### src/shared/fdfc_regs.svh
// Register map, field layout and timing constants of the flash fault block
`ifndef FDFC_REGS_SVH
`define FDFC_REGS_SVH

// APB byte addresses
`define FDFC_ADDR_CTRL      12'h000
`define FDFC_ADDR_CONFIG    12'h004
`define FDFC_ADDR_FAULT     12'h008
`define FDFC_ADDR_STATUS    12'h00C

// Control register fields
`define FDFC_CTRL_OUT_ON    0
`define FDFC_CTRL_MODE_LO   1
`define FDFC_CTRL_MODE_HI   2
`define FDFC_CTRL_TORCH_LO  3
`define FDFC_CTRL_TORCH_HI  4
`define FDFC_CTRL_CONST_V   5
`define FDFC_CTRL_STROBE_ON 6
`define FDFC_CTRL_STR_TYPE  7
`define FDFC_CTRL_FREQ_SW   8

// Config register fields
`define FDFC_CFG_CUR_LO     0
`define FDFC_CFG_CUR_HI     7
`define FDFC_CFG_TMO_LO     8
`define FDFC_CFG_TMO_HI     15

// Fault register fields
`define FDFC_FLT_OVP        0
`define FDFC_FLT_SHORT      1
`define FDFC_FLT_OVERTEMP   2
`define FDFC_FLT_TXMASK     3
`define FDFC_FLT_TIMEOUT    4

// Encodings and thresholds
`define FDFC_MODE_OFF       2'h0
`define FDFC_MODE_INDIC     2'h1
`define FDFC_MODE_ASSIST    2'h2
`define FDFC_MODE_FLASH     2'h3
`define FDFC_TORCH_OFF      2'h0
`define FDFC_TORCH_TXMASK   2'h1
`define FDFC_CUR_PWM_MIN    8'h40
`define FDFC_CUR_SHORT_MIN  8'h02
`define FDFC_CUR_RESET      8'h00
`define FDFC_TMO_RESET      8'h00

// Timing
`define FDFC_CLK_HZ         10000000
`define FDFC_SCL_TMO_MS     100
`define FDFC_SCL_TMO_CYC    (`FDFC_CLK_HZ / 1000 * `FDFC_SCL_TMO_MS)
`define FDFC_FLASH_STEP_MS  5
`define FDFC_FLASH_MIN_MS   2
`define FDFC_MS_CYC         (`FDFC_CLK_HZ / 1000)
`define FDFC_RAMP_STEP_CYC  16'h0010

`endif

### src/shared/fdfc_pkg.sv
// Types shared by the flash fault control block
`default_nettype none
package fdfc_pkg;

  typedef struct packed {
    logic       freq_sw;
    logic       strobe_type;
    logic       strobe_on;
    logic       const_v;
    logic [1:0] torch;
    logic [1:0] mode;
    logic       out_on;
  } fdfc_ctrl_t;

  typedef struct packed {
    logic timeout;
    logic txmask;
    logic overtemp;
    logic short_led;
    logic ovp;
  } fdfc_fault_t;

  typedef struct packed {
    logic vout_max;
    logic low_vds;
    logic led_short;
    logic over_temp;
    logic temp_ok;
    logic out_of_reg;
    logic startup;
    logic max_duty;
    logic uvlo;
  } fdfc_analog_t;

  typedef enum logic [1:0] {
    FDFC_SW_SKIP,
    FDFC_SW_PWM4,
    FDFC_SW_PWM1,
    FDFC_SW_PFM
  } fdfc_sw_mode_t;

endpackage : fdfc_pkg
`default_nettype wire

### src/design/fdfc_top.sv
// Fault, ramp and switching-mode control of the LED flash driver
//
// Contract
// - Bus-clock timeout resets out_on, torch config, mode and const_v; the code resets all registers, as for undervoltage.
// - Current ramps up and down softly; upward ramp pauses out of regulation.
// - Freq switching on, flash/assist, current >= 40h: PWM, PFM at startup.
// - Indicator always uses pulse skip; low current does too, except startup (PFM) and max duty (1MHz).
// - Flash/assist near max duty may use 1MHz, else returns to 4MHz.
// - Freq switching off: no fixed-frequency mode, pulse skip instead.
// - Reading the fault register clears every fault flag not set again in the same cycle.
// - Protective fault other than overtemperature forces out_on 0, mode 00, torch config 00.
// - Transmit-mask fault only sets its flag, no shutdown.
// - Overvoltage with low drain voltage stops output, sets ovp flag.
// - Overvoltage without low drain voltage raises no fault.
// - Overvoltage fault disabled in constant-voltage mode.
// - After startup, current above 20mA, short detected: stop and flag.
// - Overtemperature stops and flags; auto re-enable once cool.
// - No overtemperature auto re-enable in constant-voltage mode.
// - Flash with torch config 01 and mask high sets txmask flag.
// - Timer starts each flash; strobe flash overrun stops and flags.
// - Timer-defined flash sets timeout flag when it finishes.
// - Undervoltage holds shutdown and all registers at defaults.
// - Active mode with out_on: bus clock low too long forces shutdown.
// - First bus clock high clears the counter and releases reset.
// - Flash timeout spans 2 ms to 1280 ms via timeout field.
//
// The implementer's own choices: the APB slave port and the register offsets.
`include "fdfc_regs.svh"
`timescale 1ns/1ns
`default_nettype none

module fdfc_top #(
  parameter int unsigned SCL_TMO_CYC = `FDFC_SCL_TMO_CYC,
  parameter int unsigned MS_CYC      = `FDFC_MS_CYC
) (
  // Clock and reset
  input  wire logic                  I_CORE_CLK,
  input  wire logic                  I_RST,
  // APB slave
  input  wire logic                  I_PSEL,
  input  wire logic                  I_PENABLE,
  input  wire logic                  I_PWRITE,
  input  wire logic [11:0]           I_PADDR,
  input  wire logic [31:0]           I_PWDATA,
  output logic      [31:0]           O_PRDATA,
  output logic                       O_PREADY,
  output logic                       O_PSLVERR,
  // Pins and analog comparators (asynchronous)
  input  wire logic                  I_SCL,
  input  wire logic                  I_STROBE,
  input  wire logic                  I_TXMASK,
  input  wire fdfc_pkg::fdfc_analog_t I_ANA,
  // Converter and sink control
  output logic                       O_DCDC_EN,
  output logic                       O_SINK_EN,
  output logic      [7:0]            O_LED_CUR,
  output fdfc_pkg::fdfc_sw_mode_t    O_SW_MODE,
  output logic                       O_SHUTDOWN
);

  // ------------------------------------------------------------
  // Input synchronisers
  // ------------------------------------------------------------
  localparam int NSYNC = 12;
  logic [NSYNC-1:0] async_in;
  logic [NSYNC-1:0] sync1_r;
  logic [NSYNC-1:0] sync2_r;
  assign async_in = {I_SCL, I_STROBE, I_TXMASK, I_ANA};

  always_ff @(posedge I_CORE_CLK) begin
    if (I_RST) begin
      sync1_r <= '0;
      sync2_r <= '0;
    end else begin
      sync1_r <= async_in;
      sync2_r <= sync1_r;
    end
  end

  fdfc_pkg::fdfc_analog_t ana;
  logic scl;
  logic strobe;
  logic txmask;
  assign ana    = sync2_r[8:0];
  assign txmask = sync2_r[9];
  assign strobe = sync2_r[10];
  assign scl    = sync2_r[11];

  // ------------------------------------------------------------
  // Internal reset: undervoltage or bus-clock timeout
  // ------------------------------------------------------------
  logic [23:0] scl_low_cnt_r;
  logic        scl_tmo_r;
  logic        soft_rst;
  fdfc_pkg::fdfc_ctrl_t ctrl_r;
  logic        active;

  assign active = ctrl_r.out_on && (ctrl_r.mode != `FDFC_MODE_OFF);

  always_ff @(posedge I_CORE_CLK) begin
    if (I_RST || scl) begin
      scl_low_cnt_r <= '0;
    end else if (scl_low_cnt_r != SCL_TMO_CYC[23:0]) begin
      scl_low_cnt_r <= scl_low_cnt_r + 24'h000001;
    end
  end

  always_ff @(posedge I_CORE_CLK) begin
    if (I_RST || scl) begin
      scl_tmo_r <= 1'b0;
    end else if (active && scl_low_cnt_r == SCL_TMO_CYC[23:0]) begin
      scl_tmo_r <= 1'b1;
    end
  end

  // Undervoltage and timeout both hold everything at defaults
  assign soft_rst = I_RST || ana.uvlo || scl_tmo_r;
  assign O_SHUTDOWN = ana.uvlo || scl_tmo_r;

  // ------------------------------------------------------------
  // APB register access
  // ------------------------------------------------------------
  logic        wr_en;
  logic        rd_en;
  logic        addr_ok;
  logic [7:0]  cur_r;
  logic [7:0]  tmo_r;
  fdfc_pkg::fdfc_fault_t fault_r;
  fdfc_pkg::fdfc_fault_t fault_set;
  logic        prot_fault;
  logic        ctrl_kill;
  logic        flash_done;

  function automatic logic addr_known(input logic [11:0] a);
    addr_known = (a == `FDFC_ADDR_CTRL) || (a == `FDFC_ADDR_CONFIG) ||
                 (a == `FDFC_ADDR_FAULT) || (a == `FDFC_ADDR_STATUS);
  endfunction : addr_known

  assign addr_ok   = addr_known(I_PADDR);
  assign wr_en     = I_PSEL && I_PENABLE && I_PWRITE && addr_ok;
  assign rd_en     = I_PSEL && I_PENABLE && !I_PWRITE;
  assign O_PREADY  = 1'b1;
  assign O_PSLVERR = I_PSEL && I_PENABLE && !addr_ok;

  always_ff @(posedge I_CORE_CLK) begin
    if (soft_rst) begin
      ctrl_r <= '0;
    end else if (ctrl_kill) begin
      ctrl_r.out_on <= 1'b0;
      ctrl_r.mode   <= `FDFC_MODE_OFF;
      ctrl_r.torch  <= `FDFC_TORCH_OFF;
    end else if (wr_en && I_PADDR == `FDFC_ADDR_CTRL) begin
      ctrl_r <= I_PWDATA[`FDFC_CTRL_FREQ_SW:`FDFC_CTRL_OUT_ON];
    end else if (flash_done) begin
      ctrl_r.out_on <= 1'b0;
    end
  end

  always_ff @(posedge I_CORE_CLK) begin
    if (soft_rst) begin
      cur_r <= `FDFC_CUR_RESET;
      tmo_r <= `FDFC_TMO_RESET;
    end else if (wr_en && I_PADDR == `FDFC_ADDR_CONFIG) begin
      cur_r <= I_PWDATA[`FDFC_CFG_CUR_HI:`FDFC_CFG_CUR_LO];
      tmo_r <= I_PWDATA[`FDFC_CFG_TMO_HI:`FDFC_CFG_TMO_LO];
    end
  end

  // ------------------------------------------------------------
  // Fault detection
  // ------------------------------------------------------------
  logic [7:0]  ramp_r;
  logic        flash;
  logic        flash_over;
  logic        ot_hold_r;

  assign flash = ctrl_r.out_on && ctrl_r.mode == `FDFC_MODE_FLASH;

  always_comb begin
    fault_set = '0;
    fault_set.ovp = O_DCDC_EN && ana.vout_max && ana.low_vds
                    && !ctrl_r.const_v;
    fault_set.short_led = O_DCDC_EN && !ana.startup && ana.led_short
                    && ramp_r > `FDFC_CUR_SHORT_MIN;
    fault_set.overtemp = ana.over_temp;
    fault_set.txmask = flash && txmask
                    && ctrl_r.torch == `FDFC_TORCH_TXMASK;
    fault_set.timeout = flash_over || flash_done;
  end

  // Transmit-mask is left out: it only flags
  assign prot_fault = fault_set.ovp || fault_set.short_led ||
                      fault_set.overtemp || flash_over;

  // Overtemperature only holds the converter, so it can restart by itself
  assign ctrl_kill = fault_set.ovp || fault_set.short_led ||
                     flash_over;

  // Set wins over a clearing read in the same cycle
  always_ff @(posedge I_CORE_CLK) begin
    if (soft_rst) begin
      fault_r <= '0;
    end else if (rd_en && I_PADDR == `FDFC_ADDR_FAULT) begin
      fault_r <= fault_set;
    end else begin
      fault_r <= fault_r | fault_set;
    end
  end

  // Converter stays off until cool; const-v mode waits for software
  always_ff @(posedge I_CORE_CLK) begin
    if (soft_rst) begin
      ot_hold_r <= 1'b0;
    end else if (ana.over_temp) begin
      ot_hold_r <= 1'b1;
    end else if (ana.temp_ok && !ctrl_r.const_v) begin
      ot_hold_r <= 1'b0;
    end else if (wr_en && I_PADDR == `FDFC_ADDR_CTRL) begin
      ot_hold_r <= 1'b0;
    end
  end

  // ------------------------------------------------------------
  // Flash timeout timer: (field+1) * 5 ms, field 0 gives 2 ms
  // ------------------------------------------------------------
  logic [15:0] ms_cnt_r;
  logic [10:0] fl_ms_r;
  logic [10:0] fl_lim;
  logic        strobe_d_r;
  logic        fl_run_r;
  logic        strobe_flash;

  assign fl_lim = (tmo_r == 8'h00) ? 11'(`FDFC_FLASH_MIN_MS)
                : 11'((32'(tmo_r) + 32'h1) * `FDFC_FLASH_STEP_MS);
  assign strobe_flash = ctrl_r.strobe_on && ctrl_r.strobe_type;

  always_ff @(posedge I_CORE_CLK) begin
    if (soft_rst) begin
      strobe_d_r <= 1'b0;
    end else begin
      strobe_d_r <= strobe;
    end
  end

  // Timer-defined flash waits for strobe rise only with strobe use on
  always_ff @(posedge I_CORE_CLK) begin
    if (soft_rst || !flash) begin
      fl_run_r <= 1'b0;
    end else if (!ctrl_r.strobe_on || (strobe && !strobe_d_r)) begin
      fl_run_r <= 1'b1;
    end
  end

  always_ff @(posedge I_CORE_CLK) begin
    if (soft_rst || !fl_run_r) begin
      ms_cnt_r <= '0;
      fl_ms_r  <= '0;
    end else if (ms_cnt_r == 16'(MS_CYC - 1)) begin
      ms_cnt_r <= '0;
      fl_ms_r  <= fl_ms_r + 11'h001;
    end else begin
      ms_cnt_r <= ms_cnt_r + 16'h0001;
    end
  end

  assign flash_over = fl_run_r && strobe_flash && strobe
                      && fl_ms_r >= fl_lim;
  assign flash_done = fl_run_r && !strobe_flash
                      && fl_ms_r >= fl_lim;

  // ------------------------------------------------------------
  // Soft ramp of the LED current
  // ------------------------------------------------------------
  logic [15:0] ramp_div_r;
  logic [7:0]  target;
  logic        run;

  assign run    = active && !ot_hold_r &&
                  (!ctrl_r.strobe_on || !strobe_flash || strobe) &&
                  (ctrl_r.mode != `FDFC_MODE_FLASH || fl_run_r);
  assign target = run ? cur_r : `FDFC_CUR_RESET;

  always_ff @(posedge I_CORE_CLK) begin
    if (soft_rst || ramp_div_r == `FDFC_RAMP_STEP_CYC) begin
      ramp_div_r <= '0;
    end else begin
      ramp_div_r <= ramp_div_r + 16'h0001;
    end
  end

  always_ff @(posedge I_CORE_CLK) begin
    if (soft_rst || prot_fault || ot_hold_r) begin
      ramp_r <= `FDFC_CUR_RESET;
    end else if (ramp_div_r == `FDFC_RAMP_STEP_CYC) begin
      if (ramp_r < target && !ana.out_of_reg) begin
        ramp_r <= ramp_r + 8'h01;
      end else if (ramp_r > target) begin
        ramp_r <= ramp_r - 8'h01;
      end
    end
  end

  // ------------------------------------------------------------
  // Switching mode policy and outputs
  // ------------------------------------------------------------
  fdfc_pkg::fdfc_sw_mode_t sw_nxt;
  fdfc_pkg::fdfc_sw_mode_t sw_r;
  logic dcdc_r;

  always_comb begin
    case (ctrl_r.mode)
      `FDFC_MODE_FLASH, `FDFC_MODE_ASSIST: begin
        if (!ctrl_r.freq_sw) begin
          sw_nxt = fdfc_pkg::FDFC_SW_SKIP;
        end else if (ana.startup) begin
          sw_nxt = fdfc_pkg::FDFC_SW_PFM;
        end else if (ana.max_duty) begin
          sw_nxt = fdfc_pkg::FDFC_SW_PWM1;
        end else if (cur_r >= `FDFC_CUR_PWM_MIN) begin
          sw_nxt = fdfc_pkg::FDFC_SW_PWM4;
        end else begin
          sw_nxt = fdfc_pkg::FDFC_SW_SKIP;
        end
      end
      `FDFC_MODE_INDIC: sw_nxt = fdfc_pkg::FDFC_SW_SKIP;
      default:          sw_nxt = fdfc_pkg::FDFC_SW_SKIP;
    endcase
  end

  always_ff @(posedge I_CORE_CLK) begin
    if (soft_rst) begin
      sw_r   <= fdfc_pkg::FDFC_SW_SKIP;
      dcdc_r <= 1'b0;
    end else begin
      sw_r   <= sw_nxt;
      dcdc_r <= (run || ramp_r != `FDFC_CUR_RESET) && !prot_fault;
    end
  end

  assign O_SW_MODE = sw_r;
  assign O_DCDC_EN = dcdc_r;
  assign O_SINK_EN = dcdc_r;
  assign O_LED_CUR = ramp_r;

  always_comb begin
    case (I_PADDR)
      `FDFC_ADDR_CTRL:   O_PRDATA = {23'h0, ctrl_r};
      `FDFC_ADDR_CONFIG: O_PRDATA = {16'h0, tmo_r, cur_r};
      `FDFC_ADDR_FAULT:  O_PRDATA = {27'h0, fault_r};
      `FDFC_ADDR_STATUS: O_PRDATA = {20'h0, ramp_r, O_SHUTDOWN, ot_hold_r,
                                     sw_r};
      default:           O_PRDATA = 32'h0;
    endcase
  end

endmodule : fdfc_top

`default_nettype wire

### config.mk
export PLATFORM = sky130hd
export DESIGN_NAME = fdfc_top
export DESIGN_NICKNAME = d
export VERILOG_FILES = /design/src/shared/fdfc_pkg.sv /design/src/design/fdfc_top.sv
export VERILOG_INCLUDE_DIRS = /design/src /design/src/shared
export SDC_FILE = /design/constraint.sdc
export NUM_CORES = 1
export LEC_CHECK = 0
export ABC_AREA = 1
export ABC_CLOCK_PERIOD_IN_PS = 6970
export BUFFER_PORTS_ARGS = -buffer_cell sky130_fd_sc_hd__buf_2
export CAP_MARGIN = 20
export CORE_MARGIN = 5
export CORE_UTILIZATION = 45
export CTS_CLUSTER_DIAMETER = 40
export DETAILED_ROUTE_END_ITERATION = 8
export PLACE_DENSITY_LB_ADDON = 0.15
export SLEW_MARGIN = 0
export SYNTH_ARGS = -nofsm -noshare
export SYNTH_HDL_FRONTEND = slang
export SYNTH_SLANG_ARGS = --single-unit
### constraint.sdc
create_clock -name I_CORE_CLK -period 6.97 [get_ports I_CORE_CLK]
set_input_delay 1.394 -clock I_CORE_CLK [delete_from_list [all_inputs] [get_ports I_CORE_CLK]]
set_output_delay 1.394 -clock I_CORE_CLK [all_outputs]
set_load 0.05 [all_outputs]
==> results.toml, run 1 <==
[outcome]
run_status = "completed"

[setup_path]
critPathKind = "in -> out"
worst-path-max-fanout = 12
critPathRequiredTime_ns = 5.58
cp-start-kind = "input pin"
crit_arrival_ns = 3.29
end_kind = "output pin"

[sta]
post-route-min-period_ns = 4.680
slew_headroom_pct = 34.53
tns_ns = 0
setup_violations = 0
worst_pin_slew_ns = 0.9785
fmax_mhz = 213.7
hold_viol_final = 0
finClkSkew_ns = 0.008835
rsz0062_at_grt = "false"
slew_violations = 0
whs_ns = 0.4006
fin_crit_sh_pct = 67.15

[route]
drtIter0Drc = 291
firstDrtPassIters = 5
avgRoutedWirePerCell_um = 12.37
wirelength_um = 17100
routed_via_density = 4.842
antenna_left = 0
vias = 6696
drc = 0

[power_and_ir_drop]
power.density_mw_per_mm2 = 200.6
max-vdd-ir-drop_uv = 180.1
pwr-share-seq_pct = 45.3
power_leakage_nw = 3.770
power.switching_mw = 0.4112
combPwrFrac_pct = 4.3
switching_share_pct = 23.50
intPower_mw = 1.338
pwr-share-clk_pct = 50.4
finalPower_mw = 1.749

[die]
rows = 47
fp.dieW_um = 140.4
die_h_um = 140.4
die-area_sq_mm = 0.01971
pin_count = 108
core_area_sq_mm = 0.01664
initial_core_util_pct = 45.97

[layout]
antenna_cells = 0
ff_latch_area_sq_mm = 0.002723
layout-drive-gt1-share_pct = 12.64
fill_cells = 1667
fin_nets = 1259
areaGrowthSynthToFinish_pct = 14.00
layout.cells.most_common = "inv_1"
fin_area_sq_mm = 0.008721
multi_input_area_sq_mm = 0.004091
final_cell_mix = "inv_1, nand2_1, nor2_1, dfxtp_1, a21oi_1"

[clocking]
numCtsBuffers = 17
clock_latency_ns = 0.41
cts.clk_slew.worst_paths_ns = 0.06
cts_sinks = 136
cts_tree = "yes"
post-cts-setup-buffers = 0
cts-root-buf = "clkbuf_16"
cts_hold_buffers = 0
cts.path.max_buffers = 2
ctsResizeCount = 0
h-tree-depth = 4

[synthesis]
synth_cells = 1074
synth_area_per_cell_sq_um = 7.123
ys_seq_area_share_pct = 35.59
syn_area_sq_mm = 0.007650
ys_ff_latch = 136
synth_warnings = 0
synthDistinctLibCells = 47

[worst_hold_path]
min_path_type = "reg -> reg"

[placement]
hpwl_um = 13130
place_area_sq_mm = 0.008143
port_buffers = 74
place.gp.congestion = 0.8759

[global_routing]
antenna_found_initial = 0
grt-ovfl-total = 0
grt_max_degree = 33
grt_pass1_vias = 6029
grtUsageTotal_pct = 17.52
grt_pass1_wl_um = 28640

[job]
drv_cap = 0
power by group through the flow:
stage                     Clock (mW)  Combinational [mW]  Sequential (mW)
after floorplan                    0              0.0609            0.808
after global placement             0              0.0755            0.809
after detailed placement           0              0.0760            0.810
after CTS                      0.899              0.0764            0.792
after global routing           0.936              0.0843            0.793
final                          0.881              0.0760            0.792
registers in the layout (all words and copies together), names as in the netlist:
signal	flops
strobe_d_r	1
O_SW_MODE	2
tmo_r	8
ramp_div_r	16
ctrl_r	9
fl_ms_r	11
O_DCDC_EN	1
scl_tmo_r	1
O_LED_CUR	8
fl_run_r	1
ot_hold_r	1
ms_cnt_r	16
sync1_r	12
cur_r	8
scl_low_cnt_r	24
fault_r	5
sync2_r	12
cell families after synthesis:
family | synth area share (%)
AND/OR/NAND/NOR | 28.31
other | 0.09817
adder cells (fa/ha/maj) | 8.047
XOR/XNOR | 2.519
flip-flops | 35.59
buffers and inverters | 11.66
AO/OA/AOI/OAI | 13.64
multiplexers | 0.1309
stage by stage:
step           instances  utilization, %  setup WS, ns
6_report            1383           52.40         2.290
3_5_place_dp        1351           48.93         2.313
4_1_cts             1383           52.40         2.317
2_1_floorplan       1089               -         2.427
3_3_place_gp        1351           48.93         2.362
5_1_grt             1383           52.40         1.916
cells in the mapped netlist (all sizes together):
master | count | share of area, %
mux2i | 1 | 0.13
a32oi | 1 | 0.11
nor3b | 5 | 0.56
a21o | 4 | 0.39
a31o | 1 | 0.11
buf | 27 | 2.6
fa | 2 | 0.52
ha | 46 | 7.5
dfxtp | 136 | 36
o31ai | 1 | 0.098
inv | 178 | 8.7
nand3 | 64 | 4.4
clkbuf | 7 | 0.34
xnor2 | 3 | 0.34
o21ai | 37 | 2.4
a21oi | 81 | 5.3
and3 | 2 | 0.16
o221ai | 7 | 0.80
o211ai | 3 | 0.29
nor4 | 10 | 1.2
nor3 | 31 | 2.4
nand2 | 171 | 8.4
conb | 2 | 0.098
a211oi | 18 | 2.8
a31oi | 4 | 0.33
o21a | 4 | 0.39
or2 | 3 | 0.25
nor2 | 174 | 8.8
o22ai | 7 | 0.57
nand4 | 24 | 2.0
xor2 | 19 | 2.2
nand3b | 1 | 0.098
per-layer routing:
metal,GRT usage [%],vias up,share of wire [%]
met5,0,-,0
met4,5.558,0,1.6
met3,3.579,18,4.1
met2,27.92,119,46
met1,23.85,2933,48
li1,-,3626,-
cell type report:
cell class              count  share of cell area (%)
repair buffers             76                   4.419
flip-flops and latches    136                   31.22
inverters                 178                   7.661
clock buffers              19                   4.964
clock inverters            13                   1.664
well taps                 220                   3.156
multi-input cells         741                   46.92
critical path, stage by stage:
cell and delay [ns]:
buf_2 0.09, nor2_1 0.09, nand2_1 0.08, nor2_2 0.41, nand3_1 0.44, o22ai_1 0.28
a31oi_1 0.09, o21ai_0 0.11, buf_2 0.29
path summary, 6_finish.rpt:
kind                                  from  slack (ns)           end  cells after the start
worst max-delay path            I_PADDR[9]        2.29   O_PRDATA[1]                      9
worst min register to register  sync1_r[4]        0.40    sync2_r[4]                      2
worst max register to register    tmo_r[0]        2.46  O_LED_CUR[3]                     22
worst min-delay path            sync1_r[4]        0.40    sync2_r[4]                      2
(Power assumes the default switching activity.)
==> run 2: changes to the inputs <==
ABC_CLOCK_PERIOD_IN_PS = 4500   (was 6970)
clock period = 4.5 ns   (was 6.97 ns; I/O delays follow)
==> run 2 against run 1 <==
  * Register-to-register slack lost 2.0 ns
  * Setup slack lost 1.9 ns
  * Non-clock buffer count increased by 6
  * Core utilization is 0.74 points higher
==> results.toml, run 2 (same netlist as run 1, synthesis figures left out) <==
[setup_path]
cp-start-kind = "flip-flop"
crit_top_cell = "nand2_1"
cp_cell_sequence = "inv_1, nor3_2, nand3_1, xor2_1, inv_1, ha_1, ha_1, a21oi_1, nand2_1, nand2_1, nand2_1, a21oi_1, xor2_1, or2_2, ha_1, nand2_1, a21oi_1, nor2_1, nand2_1, o21ai_1, buf_4, nand3_2, nor2_1, nor2_1"
cp.buffers_inverters = 3
slowest_stage = "dfxtp_1"
critPathKind = "reg -> reg"
crit_arrival_ns = 4.39
end_kind = "flip-flop"
critPathRequiredTime_ns = 4.81
slowest_delay_ns = 0.38
cpLargestDelayFamily = "simple AND/OR/NAND/NOR gates"
worst-path-max-fanout = 8

[layout]
fill_cells = 1646
final_cell_mix = "inv_1, nand2_1, nor2_1, dfxtp_1, a21oi_1"
layout.cells.most_common = "inv_1"
utilization_pct = 53.14
fin_nets = 1265
top_regs = "scl_low_cnt_r (24), ms_cnt_r (16), ramp_div_r (16)"
multi_input_area_sq_mm = 0.004099
largest-register = "scl_low_cnt_r"
antenna_cells = 0
areaGrowthSynthToFinish_pct = 15.60
layout-drive-gt1-share_pct = 13.43
ff_latch_area_sq_mm = 0.002724
fin_area_sq_mm = 0.008843
largest_register_ffs = 24

[sta]
tns_ns = 0
slew_headroom_pct = 56.30
finClkSkew_ns = 0.007868
setup_violations = 0
fin_ws_ns = 0.4264
post-route-min-period_ns = 4.074
worst_pin_slew_ns = 0.6545
slew_violations = 0
fmax_mhz = 245.5
fin_crit_sh_pct = 90.52
hold_viol_final = 0

[die]
die-area_sq_mm = 0.01971
die_h_um = 140.4
initial_core_util_pct = 45.97
pin_count = 108
fp.dieW_um = 140.4
rows = 47
core_area_sq_mm = 0.01664

[global_routing]
grt_pass1_vias = 6435
grt_pass1_wl_um = 29190
grt_max_degree = 28
grt-ovfl-total = 0
antenna_found_initial = 0
grtUsageTotal_pct = 17.67

[placement]
hpwl_um = 13180
place.gp.congestion = 0.8690
port_buffers = 74
pre_cts_ws_ns = 0.2909
place_area_sq_mm = 0.008180

[worst_hold_path]
min_path_type = "reg -> reg"

[clocking]
numCtsBuffers = 17
h-tree-depth = 4
cts-root-buf = "clkbuf_16"
cts.path.max_buffers = 2
cts_tree = "yes"
ctsResizeCount = 0
cts_hold_buffers = 0
cts.clk_slew.worst_paths_ns = 0.06
clock_latency_ns = 0.42
cts_sinks = 136
post-cts-setup-buffers = 0

[route]
firstDrtPassIters = 5
drc = 0
avgRoutedWirePerCell_um = 12.29
antenna_left = 0
vias = 6699
wirelength_um = 17070
drtIter0Drc = 305
routed_via_density = 4.823

[job]
drv_cap = 0

[power_and_ir_drop]
power_leakage_nw = 3.834
power.density_mw_per_mm2 = 319.7
finalPower_mw = 2.827
max-vdd-ir-drop_uv = 268.1

[outcome]
run_status = "completed"
## run 2: cell count changes in the layout (fill, tap and decap cells not counted), sizes merged
cell	before	now
clkinvlp	3	2
clkbuf	19	18
inv	182	181
bufinv	2	4
buf	76	82
clkinv	4	5
## run 2: final timing paths
check	slack [ns]	startpoint	to	cells after the start
worst max-delay path	0.43	tmo_r[0]	ctrl_r[5]	24
worst min-delay path	0.40	sync1_r[1]	sync2_r[1]	2
worst max register to register	0.43	tmo_r[0]	ctrl_r[5]	24
worst min register to register	0.40	sync1_r[1]	sync2_r[1]	2
## run 2: area by class of cell
cell class / instances / share of cell area, %
multi-input cells: 741 / 46.35
well taps: 220 / 3.113
clock buffers: 18 / 4.853
clock inverters: 14 / 2.235
repair buffers: 82 / 5.093
flip-flops and latches: 136 / 30.80
inverters: 178 / 7.555
## run 2: metal layers
layer | track usage [%] | share of wire, % | up-vias
met5 | 0 | 0 | -
met4 | 6.068 | 1.7 | 0
met3 | 3.817 | 3.4 | 22
met2 | 29.33 | 47 | 96
met1 | 22.74 | 48 | 2950
li1 | - | - | 3631
## run 2: where the power goes
part / switching (mW) / internal, mW / leakage, nW
registers: 0.00781 / 1.22 / 1.10
clock network: 0.547 / 0.932 / 0.301
logic: 0.0870 / 0.0330 / 2.43
total: 0.642 / 2.18 / 3.83
## run 2: through the flow
stage,std cells,hold slack [ns]
finish,1389,0.4002
global route,1389,0.4223
CTS,1388,0.4007
detailed placement,1356,0.3923
global placement,1356,0.3904
floorplan,1089,0.3883
## run 2: worst min-delay path, cell delays in order, from the launching register on
cell and delay, ns:
dfxtp_1 0.29, inv_1 0.04, nor2_1 0.03
==> run 3: changes to the inputs <==
ABC_CLOCK_PERIOD_IN_PS = 4100   (was 4500)
clock period = 4.1 ns   (was 4.5 ns; I/O delays follow)
==> run 3 against run 2 <==
  * Register-to-register slack worse by 0.13 ns
  * Global-route usage barely moved
  * Setup slack lost 0.13 ns
  * Critical path type unchanged
  * Largest cell class unchanged
  * Critical endpoint is now ctrl_r[8]
  * Largest power group unchanged
==> results.toml, run 3 (same netlist as run 1, synthesis figures left out) <==
[die]
die-area_sq_mm = 0.01971
pin_count = 108
core_area_sq_mm = 0.01664
initial_core_util_pct = 45.97
die_h_um = 140.4
fp.dieW_um = 140.4
rows = 47

[sta]
slew_violations = 0
fin_ws_ns = 0.2975
fin_crit_sh_pct = 92.74
post-route-min-period_ns = 3.802
fmax_mhz = 263.0
setup_violations = 0
hold_viol_final = 0
tns_ns = 0
finClkSkew_ns = 0.01235

[clocking]
cts_tree = "yes"
numCtsBuffers = 17
cts.path.max_buffers = 2
clock_latency_ns = 0.42
cts_sinks = 136
h-tree-depth = 4
cts_hold_buffers = 0
cts-root-buf = "clkbuf_16"
cts.clk_slew.worst_paths_ns = 0.06

[power_and_ir_drop]
power_leakage_nw = 3.848
power.density_mw_per_mm2 = 340.1
finalPower_mw = 3.100
max-vdd-ir-drop_uv = 299.0

[setup_path]
slowest_stage = "ha_2"
crit_arrival_ns = 4.15
cp_cell_sequence = "inv_2, nor3_4, nand3_2, nor3_1, xor2_1, ha_1, ha_2, a21oi_1, o211ai_1, a21oi_1, o21ai_1, ha_1, nand2_1, a21oi_1, nor2_1, nand2_1, o21ai_1, buf_4, nand3_4, nand2_2, nand2_2, nor2_1"
crit_top_cell = "a21oi_1"
critPathRequiredTime_ns = 4.45
worst-path-max-fanout = 8
end_kind = "flip-flop"
critPathKind = "reg -> reg"
slowest_delay_ns = 0.38
cpLargestDelayFamily = "simple AND/OR/NAND/NOR gates"
cp-start-kind = "flip-flop"
cp.buffers_inverters = 2

[layout]
layout-drive-gt1-share_pct = 17.18
largest-register = "scl_low_cnt_r"
final_cell_mix = "inv_1, nand2_1, nor2_1, dfxtp_1, buf_2"
fill_cells = 1635
top_regs = "scl_low_cnt_r (24), ms_cnt_r (16), ramp_div_r (16)"
fin_nets = 1272
antenna_cells = 0
areaGrowthSynthToFinish_pct = 19.14
largest_register_ffs = 24
layout.cells.most_common = "inv_1"

[route]
drtIter0Drc = 271
antenna_left = 0
wirelength_um = 17700
vias = 6861
drc = 0
routed_via_density = 4.915
avgRoutedWirePerCell_um = 12.68
firstDrtPassIters = 5

[job]
drv_cap = 0

[placement]
place.gp.congestion = 0.8545
hpwl_um = 13240
port_buffers = 74
pre_cts_ws_ns = 0.04668

[worst_hold_path]
min_path_type = "reg -> reg"

[global_routing]
grt_max_degree = 27
grtUsageTotal_pct = 17.71
antenna_found_initial = 0
grt-ovfl-total = 0
grt_pass1_vias = 6346
grt_pass1_wl_um = 29330

[outcome]
run_status = "completed"
[run 3: layer usage]
layer	up-vias	global-route usage, %	part of all wire (%)	routed length, um
li1	3652	-	-	-
met1	3074	22.78	47	8276
met5	-	0	0	0
met3	20	3.783	3.8	670
met2	115	29.76	48	8522
met4	0	5.456	1.3	233
[run 3: where the power goes]
part	internal [mW]	switching [mW]	leakage (nW)
Clock	0.989	0.629	0.296
Sequential	1.34	0.00836	1.10
Combinational	0.0384	0.0973	2.45
[run 3: layout make-up]
type | count | area [sq um] | area share, %
well taps | 220 | 275.3 | 3.020
multi-input cells | 741 | 4334 | 47.56
repair buffers | 89 | 486.7 | 5.340
inverters | 178 | 668.1 | 7.331
clock inverters | 14 | 185.2 | 2.032
flip-flops and latches | 136 | 2725 | 29.90
clock buffers | 18 | 439.2 | 4.819
[run 3: worst reg2reg max path, cell delays in order (launching register included)]
cell and delay [ns]:
dfxtp_2 0.33, inv_2 0.05, nor3_4 0.23, nand3_2 0.12
nor3_1 0.20, xor2_1 0.27, ha_1 0.29, ha_2 0.38
a21oi_1 0.09, o211ai_1 0.22, a21oi_1 0.09, o21ai_1 0.13
ha_1 0.27, nand2_1 0.08, a21oi_1 0.04, nor2_1 0.12
nand2_1 0.11, o21ai_1 0.15, buf_4 0.18, nand3_4 0.13
nand2_2 0.12, nand2_2 0.04, nor2_1 0.10
[run 3: timing repair]
action                                  4_1_cts  5_1_grt
endpoints found under the setup margin        1       19
gates resized for setup                       1       47
setup buffers                                 0        3
pin swaps                                     0       20
[run 3: final timing paths]
kind,endpoint,slack [ns],cells past startpoint,from
setup / recovery,ctrl_r[8],0.30,22,tmo_r[0]
setup reg to reg,ctrl_r[8],0.30,22,tmo_r[0]
hold reg to reg,sync2_r[1],0.40,2,sync1_r[1]
hold / removal,sync2_r[1],0.40,2,sync1_r[1]
[run 3: stage by stage]
stage          area, sq um  hold slack [ns]  utilization [%]  std cells
4_1_cts               8847           0.4005            53.16       1393
2_1_floorplan         7706           0.3883                -       1089
5_1_grt               9114           0.4196            54.76       1396
6_report              9114           0.4006            54.76       1396
3_5_place_dp          8218           0.3916            49.38       1361
3_3_place_gp          8218           0.3910            49.38       1361
